--- src/sdps_consts.svh ---
// Purpose: constants for the sleep / deep sleep power sequencer
// Assumes: AXI4-Lite register slave, 32-bit words, byte addresses
// Notes: offsets are byte addresses of the register window
//
// Functional notes
// - writing 10 to the sleep request field starts sleep entry
// - sleep entry: cpu idle handshake first, then broadcast sleep
// - units with sleep disable set ignore sleep and keep running
// - enabled units finish their bus transaction, then suspend
// - fast shutoff stops clocks at once; otherwise finish work first
// - sleep ends on idle wake events; units resume run operation
// - deep sleep request bit sits in its own control register
// - control writes only while init-end protect is 0; armed at 1
// - deep sleep: idle handshake, sleep broadcast, then clocks off
// - port pins hold their value throughout deep sleep
// - deep sleep exits only on power-on reset or nmi falling edge
// - power-on wake runs full reset until pll lock and pin released
// - nmi wake with reset-on-wake runs reset, ports to reset state
// - nmi wake without reset resumes on pll clocks, ports held
// - pll lock status bit is readable for software polling
// - sleep keeps osc, pll, watchdog running; deep sleep stops all
// - state code: 0 lock,1 run,2 idle req,3 idle ack,4 sleep,5 deep
// - any wake event clears the sleep request field
// - wake: interrupt, nmi, watchdog 7FFF to 8000, reset, sw reset
// - hardware clears deep sleep request on any deep sleep wake
`ifndef SDPS_CONSTS_SVH
`define SDPS_CONSTS_SVH

// ----------------------------------------------------------------------
// register map
// ----------------------------------------------------------------------
`define SDPS_OFF_CON 8'h30
`define SDPS_OFF_CSR 8'h34
`define SDPS_OFF_PLL 8'h38
`define SDPS_OFF_PROT 8'h3C
`define SDPS_CON_RESET 32'h0000_0001
`define SDPS_CSR_RESET 32'h0000_0100

// ----------------------------------------------------------------------
// fields
// ----------------------------------------------------------------------
`define SDPS_CON_RESET_ON_DEEP_WAKE 0
`define SDPS_CON_DEEP_SLEEP_REQUEST_BIT 1
`define SDPS_CSR_REQ_LSB 0
`define SDPS_CSR_POWER_STATE_CODE_LSB 8
`define SDPS_PLL_LOCK 0
`define SDPS_PROT_BIT 0
`define SDPS_REQ_SLEEP 2'h2
`define SDPS_WDT_PRE 16'h7FFF
`define SDPS_WDT_POST 16'h8000
`define SDPS_PROT_PASSWORD 16'hA5C3

`endif

--- src/sdps_pkg.sv ---
// Purpose: types for the sleep / deep sleep power sequencer
// Assumes: nothing beyond SystemVerilog
// Notes: state codes follow the status field encoding
package sdps_pkg;
    typedef enum logic [2:0] {
        SDPS_WAIT_LOCK,
        SDPS_RUN,
        SDPS_IDLE_REQ,
        SDPS_IDLE_ACK,
        SDPS_SLEEP,
        SDPS_DEEP
    } sdps_state_type;
endpackage

--- src/sdps_sequencer.sv ---
// Purpose: power state machine for sleep and deep sleep sequencing
// Assumes: one 10 MHz clock; inputs synchronous; AXI4-Lite slave
// Notes: idle request 01 is treated like sleep minus the broadcast
`include "sdps_consts.svh"

module sdps_sequencer
    import sdps_pkg::*;
#(
    parameter int NUM_UNITS = 4,
    parameter int PORT_W = 16
) (
    input wire logic clk,
    input wire logic rst,
    input wire logic [7:0] s_axi_awaddr,
    input wire logic s_axi_awvalid,
    output logic s_axi_awready,
    input wire logic [31:0] s_axi_wdata,
    input wire logic [3:0] s_axi_wstrb,
    input wire logic s_axi_wvalid,
    output logic s_axi_wready,
    output logic [1:0] s_axi_bresp,
    output logic s_axi_bvalid,
    input wire logic s_axi_bready,
    input wire logic [7:0] s_axi_araddr,
    input wire logic s_axi_arvalid,
    output logic s_axi_arready,
    output logic [31:0] s_axi_rdata,
    output logic [1:0] s_axi_rresp,
    output logic s_axi_rvalid,
    input wire logic s_axi_rready,
    output logic cpu_idle_req,
    input wire logic cpu_idle_ack,
    output logic sleep_broadcast,
    input wire logic [NUM_UNITS-1:0] sleep_disable_bit,
    input wire logic [NUM_UNITS-1:0] fast_shutoff_enable,
    input wire logic [NUM_UNITS-1:0] unit_bus_busy,
    input wire logic [NUM_UNITS-1:0] unit_op_busy,
    output logic [NUM_UNITS-1:0] unit_clk_en,
    output logic [NUM_UNITS-1:0] unit_abort,
    input wire logic irq_wake,
    input wire logic nmi_pin_n,
    input wire logic [15:0] watchdog_count,
    input wire logic power_on_reset_pin_n,
    input wire logic sw_reset_req,
    input wire logic pll_lock,
    output logic osc_pll_en,
    output logic sys_clk_en,
    output logic sys_reset,
    output logic nmi_trap,
    input wire logic [PORT_W-1:0] port_drive,
    output logic [PORT_W-1:0] port_out
);

    // ------------------------------------------------------------------
    // state
    // ------------------------------------------------------------------
    sdps_state_type state_q;
    logic [1:0] req_q;
    logic deep_sleep_request_bit_q, reset_on_deep_wake_q, prot_q, armed_q, deep_entry_q;
    logic nmi_q, power_on_reset_pin_q;
    logic [15:0] wdt_q;
    logic [PORT_W-1:0] port_q;
    logic aw_q, w_q;
    logic [7:0] awaddr_q;
    logic [31:0] wdata_q;
    logic [3:0] wstrb_q;
    logic wr_go, wake, deep_wake, nmi_fall, wdt_roll;
    logic units_quiet, drain_done;

    function automatic logic [31:0] rd_word(input logic [7:0] a);
        case (a)
            `SDPS_OFF_CON: rd_word = {30'h0, deep_sleep_request_bit_q, reset_on_deep_wake_q};
            `SDPS_OFF_CSR:
                rd_word = {21'h0, state_q, 6'h0, req_q};
            `SDPS_OFF_PLL: rd_word = {31'h0, pll_lock};
            `SDPS_OFF_PROT: rd_word = {31'h0, prot_q};
            default: rd_word = 32'h0000_0000;
        endcase
    endfunction

    // ------------------------------------------------------------------
    // wake decode
    // ------------------------------------------------------------------
    assign nmi_fall = nmi_q && !nmi_pin_n;
    assign wdt_roll = (wdt_q == `SDPS_WDT_PRE) &&
        (watchdog_count == `SDPS_WDT_POST);
    // deep sleep has no clock: only power-on reset or nmi edge count
    assign deep_wake = !power_on_reset_pin_n || nmi_fall;
    assign wake = (state_q == SDPS_DEEP) ? deep_wake :
        (irq_wake || nmi_fall || wdt_roll || sw_reset_req ||
        !power_on_reset_pin_n);
    // sleeping units with a bus cycle open keep the clock alive
    assign units_quiet = ~|(unit_bus_busy & ~sleep_disable_bit);
    assign drain_done = units_quiet &&
        ~|(unit_op_busy & ~sleep_disable_bit & ~fast_shutoff_enable);

    always_ff @(posedge clk or posedge rst) begin
        if (rst) begin
            nmi_q <= 1'b1;
            wdt_q <= 16'h0000;
            power_on_reset_pin_q <= 1'b0;
        end else begin
            nmi_q <= nmi_pin_n;
            wdt_q <= watchdog_count;
            power_on_reset_pin_q <= !power_on_reset_pin_n;
        end
    end

    // ------------------------------------------------------------------
    // power state machine
    // ------------------------------------------------------------------
    always_ff @(posedge clk or posedge rst) begin
        if (rst) begin
            state_q <= SDPS_WAIT_LOCK;
            deep_entry_q <= 1'b0;
        end else begin
            case (state_q)
                SDPS_WAIT_LOCK: begin
                    if (pll_lock && power_on_reset_pin_n) begin
                        state_q <= SDPS_RUN;
                    end
                end
                SDPS_RUN: begin
                    if (armed_q) begin
                        state_q <= SDPS_IDLE_REQ;
                        deep_entry_q <= 1'b1;
                    end else if (req_q != 2'h0 && req_q != 2'h3) begin
                        state_q <= SDPS_IDLE_REQ;
                        deep_entry_q <= 1'b0;
                    end
                end
                SDPS_IDLE_REQ: begin
                    if (wake) begin
                        state_q <= SDPS_RUN;
                    end else if (cpu_idle_ack) begin
                        state_q <= SDPS_IDLE_ACK;
                    end
                end
                SDPS_IDLE_ACK: begin
                    if (wake) begin
                        state_q <= SDPS_RUN;
                    end else if (deep_entry_q ||
                        req_q == `SDPS_REQ_SLEEP) begin
                        state_q <= SDPS_SLEEP;
                    end
                end
                SDPS_SLEEP: begin
                    if (wake && !deep_entry_q) begin
                        state_q <= SDPS_RUN;
                    end else if (deep_entry_q && drain_done) begin
                        state_q <= SDPS_DEEP;
                    end
                end
                SDPS_DEEP: begin
                    if (!power_on_reset_pin_n ||
                        (nmi_fall && reset_on_deep_wake_q)) begin
                        state_q <= SDPS_WAIT_LOCK;
                    end else if (nmi_fall) begin
                        state_q <= SDPS_RUN;
                    end
                    deep_entry_q <= !deep_wake;
                end
                default: state_q <= SDPS_WAIT_LOCK;
            endcase
        end
    end

    // ------------------------------------------------------------------
    // outputs to cpu, units and clock system
    // ------------------------------------------------------------------
    always_comb begin
        cpu_idle_req = state_q inside {SDPS_IDLE_REQ, SDPS_IDLE_ACK,
            SDPS_SLEEP, SDPS_DEEP};
        sleep_broadcast = state_q inside {SDPS_SLEEP, SDPS_DEEP};
        osc_pll_en = state_q != SDPS_DEEP;
        sys_clk_en = state_q != SDPS_DEEP;
        sys_reset = state_q == SDPS_WAIT_LOCK;
    end

    // per unit gating: disabled units run on until deep sleep, fast ones stop as soon as no bus cycle is open
    genvar gi;
    generate
        for (gi = 0; gi < NUM_UNITS; gi++) begin : g_unit
            always_comb begin
                if (state_q == SDPS_DEEP) begin
                    unit_clk_en[gi] = 1'b0;
                    unit_abort[gi] = 1'b0;
                end else if (!sleep_broadcast || sleep_disable_bit[gi]) begin
                    unit_clk_en[gi] = 1'b1;
                    unit_abort[gi] = 1'b0;
                end else if (unit_bus_busy[gi]) begin
                    unit_clk_en[gi] = 1'b1;
                    unit_abort[gi] = 1'b0;
                end else if (fast_shutoff_enable[gi]) begin
                    unit_clk_en[gi] = 1'b0;
                    unit_abort[gi] = unit_op_busy[gi];
                end else begin
                    unit_clk_en[gi] = unit_op_busy[gi];
                    unit_abort[gi] = 1'b0;
                end
            end
        end
    endgenerate

    // ports freeze on deep sleep; a reset wake returns them to zero
    always_ff @(posedge clk or posedge rst) begin
        if (rst) begin
            port_q <= '0;
        end else if (state_q == SDPS_WAIT_LOCK) begin
            port_q <= '0;
        end else if (state_q != SDPS_DEEP) begin
            port_q <= port_drive;
        end
    end
    assign port_out = port_q;

    always_ff @(posedge clk or posedge rst) begin
        if (rst) begin
            nmi_trap <= 1'b0;
        end else begin
            nmi_trap <= nmi_fall && state_q != SDPS_DEEP;
        end
    end

    // ------------------------------------------------------------------
    // register slave
    // ------------------------------------------------------------------
    assign s_axi_awready = !aw_q && !s_axi_bvalid;
    assign s_axi_wready = !w_q && !s_axi_bvalid;
    assign s_axi_arready = !s_axi_rvalid;
    assign wr_go = aw_q && w_q && !s_axi_bvalid;

    always_ff @(posedge clk or posedge rst) begin
        if (rst) begin
            aw_q <= 1'b0;
            w_q <= 1'b0;
            awaddr_q <= 8'h00;
            wdata_q <= 32'h0000_0000;
            wstrb_q <= 4'h0;
            s_axi_bvalid <= 1'b0;
            s_axi_bresp <= 2'h0;
        end else begin
            if (s_axi_awvalid && s_axi_awready) begin
                aw_q <= 1'b1;
                awaddr_q <= {s_axi_awaddr[7:2], 2'h0};
            end
            if (s_axi_wvalid && s_axi_wready) begin
                w_q <= 1'b1;
                wdata_q <= s_axi_wdata;
                wstrb_q <= s_axi_wstrb;
            end
            if (wr_go) begin
                aw_q <= 1'b0;
                w_q <= 1'b0;
                s_axi_bvalid <= 1'b1;
                s_axi_bresp <= (rd_word(awaddr_q) == 32'h0 &&
                    awaddr_q != `SDPS_OFF_CON && awaddr_q != `SDPS_OFF_CSR &&
                    awaddr_q != `SDPS_OFF_PLL && awaddr_q != `SDPS_OFF_PROT)
                    ? 2'h2 : 2'h0;
            end else if (s_axi_bready) begin
                s_axi_bvalid <= 1'b0;
            end
        end
    end

    always_ff @(posedge clk or posedge rst) begin
        if (rst) begin
            s_axi_rvalid <= 1'b0;
            s_axi_rdata <= 32'h0000_0000;
            s_axi_rresp <= 2'h0;
        end else if (s_axi_arvalid && s_axi_arready) begin
            s_axi_rvalid <= 1'b1;
            s_axi_rdata <= rd_word({s_axi_araddr[7:2], 2'h0});
            s_axi_rresp <= (s_axi_araddr[7:2] inside {6'hC, 6'hD, 6'hE, 6'hF})
                ? 2'h0 : 2'h2;
        end else if (s_axi_rready) begin
            s_axi_rvalid <= 1'b0;
        end
    end

    // ------------------------------------------------------------------
    // control registers
    // ------------------------------------------------------------------
    // protect write needs every byte lane, a partial write is dropped
    function automatic logic wstrb_ok(input logic [3:0] need);
        wstrb_ok = (wstrb_q & need) == need;
    endfunction

    // protect word: low bit is the flag, upper half must carry password
    always_ff @(posedge clk or posedge rst) begin
        if (rst) begin
            prot_q <= 1'b1;
            reset_on_deep_wake_q <= 1'b1;
            deep_sleep_request_bit_q <= 1'b0;
            armed_q <= 1'b0;
            req_q <= 2'h0;
        end else begin
            if (wr_go && awaddr_q == `SDPS_OFF_PROT && wstrb_ok(4'hF) &&
                wdata_q[31:16] == `SDPS_PROT_PASSWORD) begin
                prot_q <= wdata_q[`SDPS_PROT_BIT];
            end
            if (wr_go && awaddr_q == `SDPS_OFF_CON &&
                !prot_q) begin
                reset_on_deep_wake_q <= wdata_q[`SDPS_CON_RESET_ON_DEEP_WAKE];
                deep_sleep_request_bit_q <= wdata_q[`SDPS_CON_DEEP_SLEEP_REQUEST_BIT];
            end
            // request arms only once the protect flag is set again
            if (deep_sleep_request_bit_q && prot_q && state_q == SDPS_RUN) begin
                armed_q <= 1'b1;
            end
            if (wr_go && awaddr_q == `SDPS_OFF_CSR) begin
                req_q <= wdata_q[1:0];
            end
            if (state_q == SDPS_DEEP && deep_wake) begin
                deep_sleep_request_bit_q <= 1'b0;
                armed_q <= 1'b0;
            end
            // a wake in the same cycle as a write still clears the field
            if (state_q inside {SDPS_IDLE_REQ, SDPS_IDLE_ACK, SDPS_SLEEP,
                SDPS_DEEP} && wake) begin
                req_q <= 2'h0;
            end
        end
    end

endmodule // sdps_sequencer

--- config.mk ---
export PLATFORM = sky130hd
export DESIGN_NAME = sdps_sequencer
export DESIGN_NICKNAME = d
export VERILOG_FILES = /design/src/sdps_pkg.sv /design/src/sdps_sequencer.sv
export VERILOG_INCLUDE_DIRS = /design/src
export SDC_FILE = /design/constraint.sdc
export NUM_CORES = 1
export LEC_CHECK = 0
export BUFFER_PORTS_ARGS = -buffer_cell sky130_fd_sc_hd__clkbuf_2
export CAP_MARGIN = 40
export CELL_PAD_IN_SITES_DETAIL_PLACEMENT = 0
export CELL_PAD_IN_SITES_GLOBAL_PLACEMENT = 1
export CORE_MARGIN = 2
export CORE_UTILIZATION = 31
export CTS_CLUSTER_DIAMETER = 40
export DETAILED_ROUTE_END_ITERATION = 8
export PLACE_DENSITY_LB_ADDON = 0.1
export SLEW_MARGIN = 15
export SYNTH_ARGS = -nofsm -noshare
export SYNTH_HDL_FRONTEND = slang
export SYNTH_SLANG_ARGS = --single-unit
--- constraint.sdc ---
create_clock -name clk -period 2.6 [get_ports clk]
set_input_delay 0.52 -clock clk [delete_from_list [all_inputs] [get_ports clk]]
set_output_delay 0.52 -clock clk [all_outputs]
set_load 0.005 [all_outputs]
==> metrics.cfg <==
[clock_tree]
clock_latency_ps = 330
holdBufCountCts = 0
cts_tree = done
path_clk_slew_ps = 70
root_buffer = clkbuf_16
clockBufferDepth = 2
cts_buffers = 9
htreeDepth = 3
cts_num_sinks = 83

[setup_path]
worstPathCellList = nor2_2 -> and2_1 -> inv_1 -> buf_4 -> clkbuf_2
endpoint_kind = primary output
reg2reg_slack_ps = 630
critical_path_class = register to primary output
crit_family = simple AND/OR/NAND/NOR gates
worstReg2RegEnd = state_q[0]$_DFFE_PP0P_
cp.arrival_ps = 1840
max_stage_delay_ps = 490
reg2regPathDepth = 8
worst-path-buf-inv = 3
r2r-start = req_q[0]$_DFFE_PP0P_
start_kind = register
worstPathMaxFanout = 18
required_ps = 2080
crit_path_top_delay_cell = dfrtp_1

[die]
die_area_um2 = 13100
core_um2 = 12000
fp.dieW_um = 114
ioPinCount = 184
fp.dieH_um = 114
initial_utilization_pct = 31.6
num_rows = 40

[final_layout]
syn2layout_area_growth_pct = 27.5
nNetsFinal = 597
fillCellCount = 1239
drive_gt1_share_pct = 41.4
antenna_cells = 0
final_cells = 635

[synthesis]
netlist_area_um2 = 3780
yosys.cell_count.top_type = dfrtp_1
ys_seq_elements = 83
synth_area_leader_cell = dfrtp_1
synthesis.instances = 341
avgSynthCellArea_um2 = 11.1
synth-async-reset-ratio_pct = 100
yosysWarnings = 0
synth_top_cell_area_share_pct = 52.9
synthTopCellsByArea = dfrtp_1 (53%), mux2_2 (8.9%), buf_4 (6.2%)
synth_edf_count = 0
synth-main-ff-cell = dfrtp_1
netlist_top_cells_count = dfrtp_1 (80), nand2_1 (49), buf_4 (31)
netlist-cell-type-count = 47
seq_area_frac_synth_pct = 55.0

[global_routing]
grt_usage_pct = 14.1
gr-total-overflow = 0
grt_pass1_wl_um = 14300
grt_pass1_vias = 2855
antenna_found_initial = 0
grt_start_max_net_pins = 84

[drt]
drt_wl_total_um = 8830
first_pass_iters = 4
dr_total_vias = 2912
drtIter0Drc = 94
drc = 0
vias_per_cell = 4.59
ant_nets = 0
detail_route.wl_per_cell_um = 13.9

[timing]
fin_crit_ps = 2360
worst_pin_slew_ps = 493
slew_viol_final = 0
slew_headroom_pct = 66.8
rsz0062_at_grt = false
max_freq_ghz = 0.424
setup_viol = 0
fin_worst_skew_ps = 6.50
final.period_utilization_pct = 90.6
fin_tns_setup_ps = 0
final_hold_viol_count = 0

[min_path]
hold_path.class = input pin to asynchronous set/reset pin

[placement]
place_hpwl_um = 6650
port-buffer-count = 136
routabilityCongestion = 0.761
place_inst = 619

[run_status]
outcome = completed

[flow_run]
maxCapViolations = 0

[pwr]
max-vdd-ir-drop_uv = 383
power.density_nw_per_um2 = 888
p_leak_uw = 0.00235

==> cells in the final DEF, fill, tap and decap left out, types with 8 or more instances in the layout <==
cell type	instances
conb_1	29
nor4_1	8
nor2_1	16
nand2_1	49
a21oi_1	21
dfrtp_1	80
clkbuf_16	9
inv_1	11
mux2_2	30
clkbuf_2	136
==> how the worst max path moves through the flow <==
stage	startpoint	endpoint	slack, ps	depth (start not counted)
floorplan	watchdog_count[15]	state_q[2]$_DFFE_PP0P_	700	5
global placement	watchdog_count[1]	state_q[0]$_DFFE_PP0P_	430	8
detailed placement	watchdog_count[1]	state_q[0]$_DFFE_PP0P_	450	8
CTS	state_q[1]$_DFFE_PP0P_	osc_pll_en	100	5
global route	state_q[1]$_DFFE_PP0P_	osc_pll_en	110	5
finish	state_q[1]$_DFFE_PP0P_	sys_clk_en	240	5
==> per-layer routing <==
metal | track usage (%) | share of wire, %
met3 | 3.92 | 6.2
met5 | 0 | 0
met1 | 18.1 | 43
met4 | 4.63 | 0.96
met2 | 22.8 | 50
==> report_power, final <==
part	leakage, uW	internal (uW)	switching (uW)
clock	0.000126	656	539
combinational	0.00124	609	528
sequential	0.000989	1690	260
total	0.00235	2960	1330
==> sequential cells by signal (all words and copies together), names as in the netlist <==
| name | count |
|---|---|
| wdata_q | 18 |
| port_out | 16 |
| wdt_q | 16 |
| awaddr_q | 6 |
| s_axi_rdata | 5 |
| wstrb_q | 4 |
| state_q | 3 |
| req_q | 2 |
| armed_q | 1 |
| aw_q | 1 |
| deep_entry_q | 1 |
| deep_sleep_request_bit_q | 1 |
| nmi_q | 1 |
| nmi_trap | 1 |
| prot_q | 1 |
| reset_on_deep_wake_q | 1 |
| s_axi_bresp | 1 |
| s_axi_bvalid | 1 |
| s_axi_rresp | 1 |
| s_axi_rvalid | 1 |
| w_q | 1 |
==> tightest hold or removal path, stage by stage <==
cell,delay (ps)
clkbuf_2,100
clkinvlp_4,70
buf_12,350
==> layout make-up <==
class	count	area, um2	share of cell area (%)
sequential	83	2080	43.2
multi-input combinational	233	1480	30.6
timing repair buffer	144	753	15.6
clock buffer	10	229	4.75
tap	147	184	3.81
clock inverter	6	48.8	1.01
inverter	12	48.8	1.01
==> cell families (layout without fill, tap and decap cells) <==
family | Yosys count | in the layout | synth area share [%]
DFF | 83 | 83 | 55.0
AOI/OAI and AO/OA | 56 | 56 | 9.93
muxes | 35 | 35 | 10.6
buffers and inverters | 53 | 172 | 8.80
other | 1 | 29 | 0.0992
adders and majority gates | 1 | 1 | 0.331
and+or+nand+nor | 112 | 112 | 15.2
==> through the flow <==
stage | area [um2] | util, % | hold WS, ps | setup slack [ps] | power [uW]
finish | 4820 | 40.3 | 276 | 243 | 4280
global route | 4820 | 40.3 | 270 | 107 | 4600
CTS | 4820 | 40.3 | 262 | 98.6 | 4360
detailed placement | 4540 | 38.0 | 486 | 449 | 3140
global placement | 4540 | 38.0 | 467 | 433 | 3110
floorplan | 3890 | - | 471 | 702 | 2730
==> repair_timing <==
item | CTS | global route
gates resized for setup | 0 | 1
buffers inserted | 0 | 0
setup endpoints to repair | 0 | 2
Power figures use the tool's default switching activity.
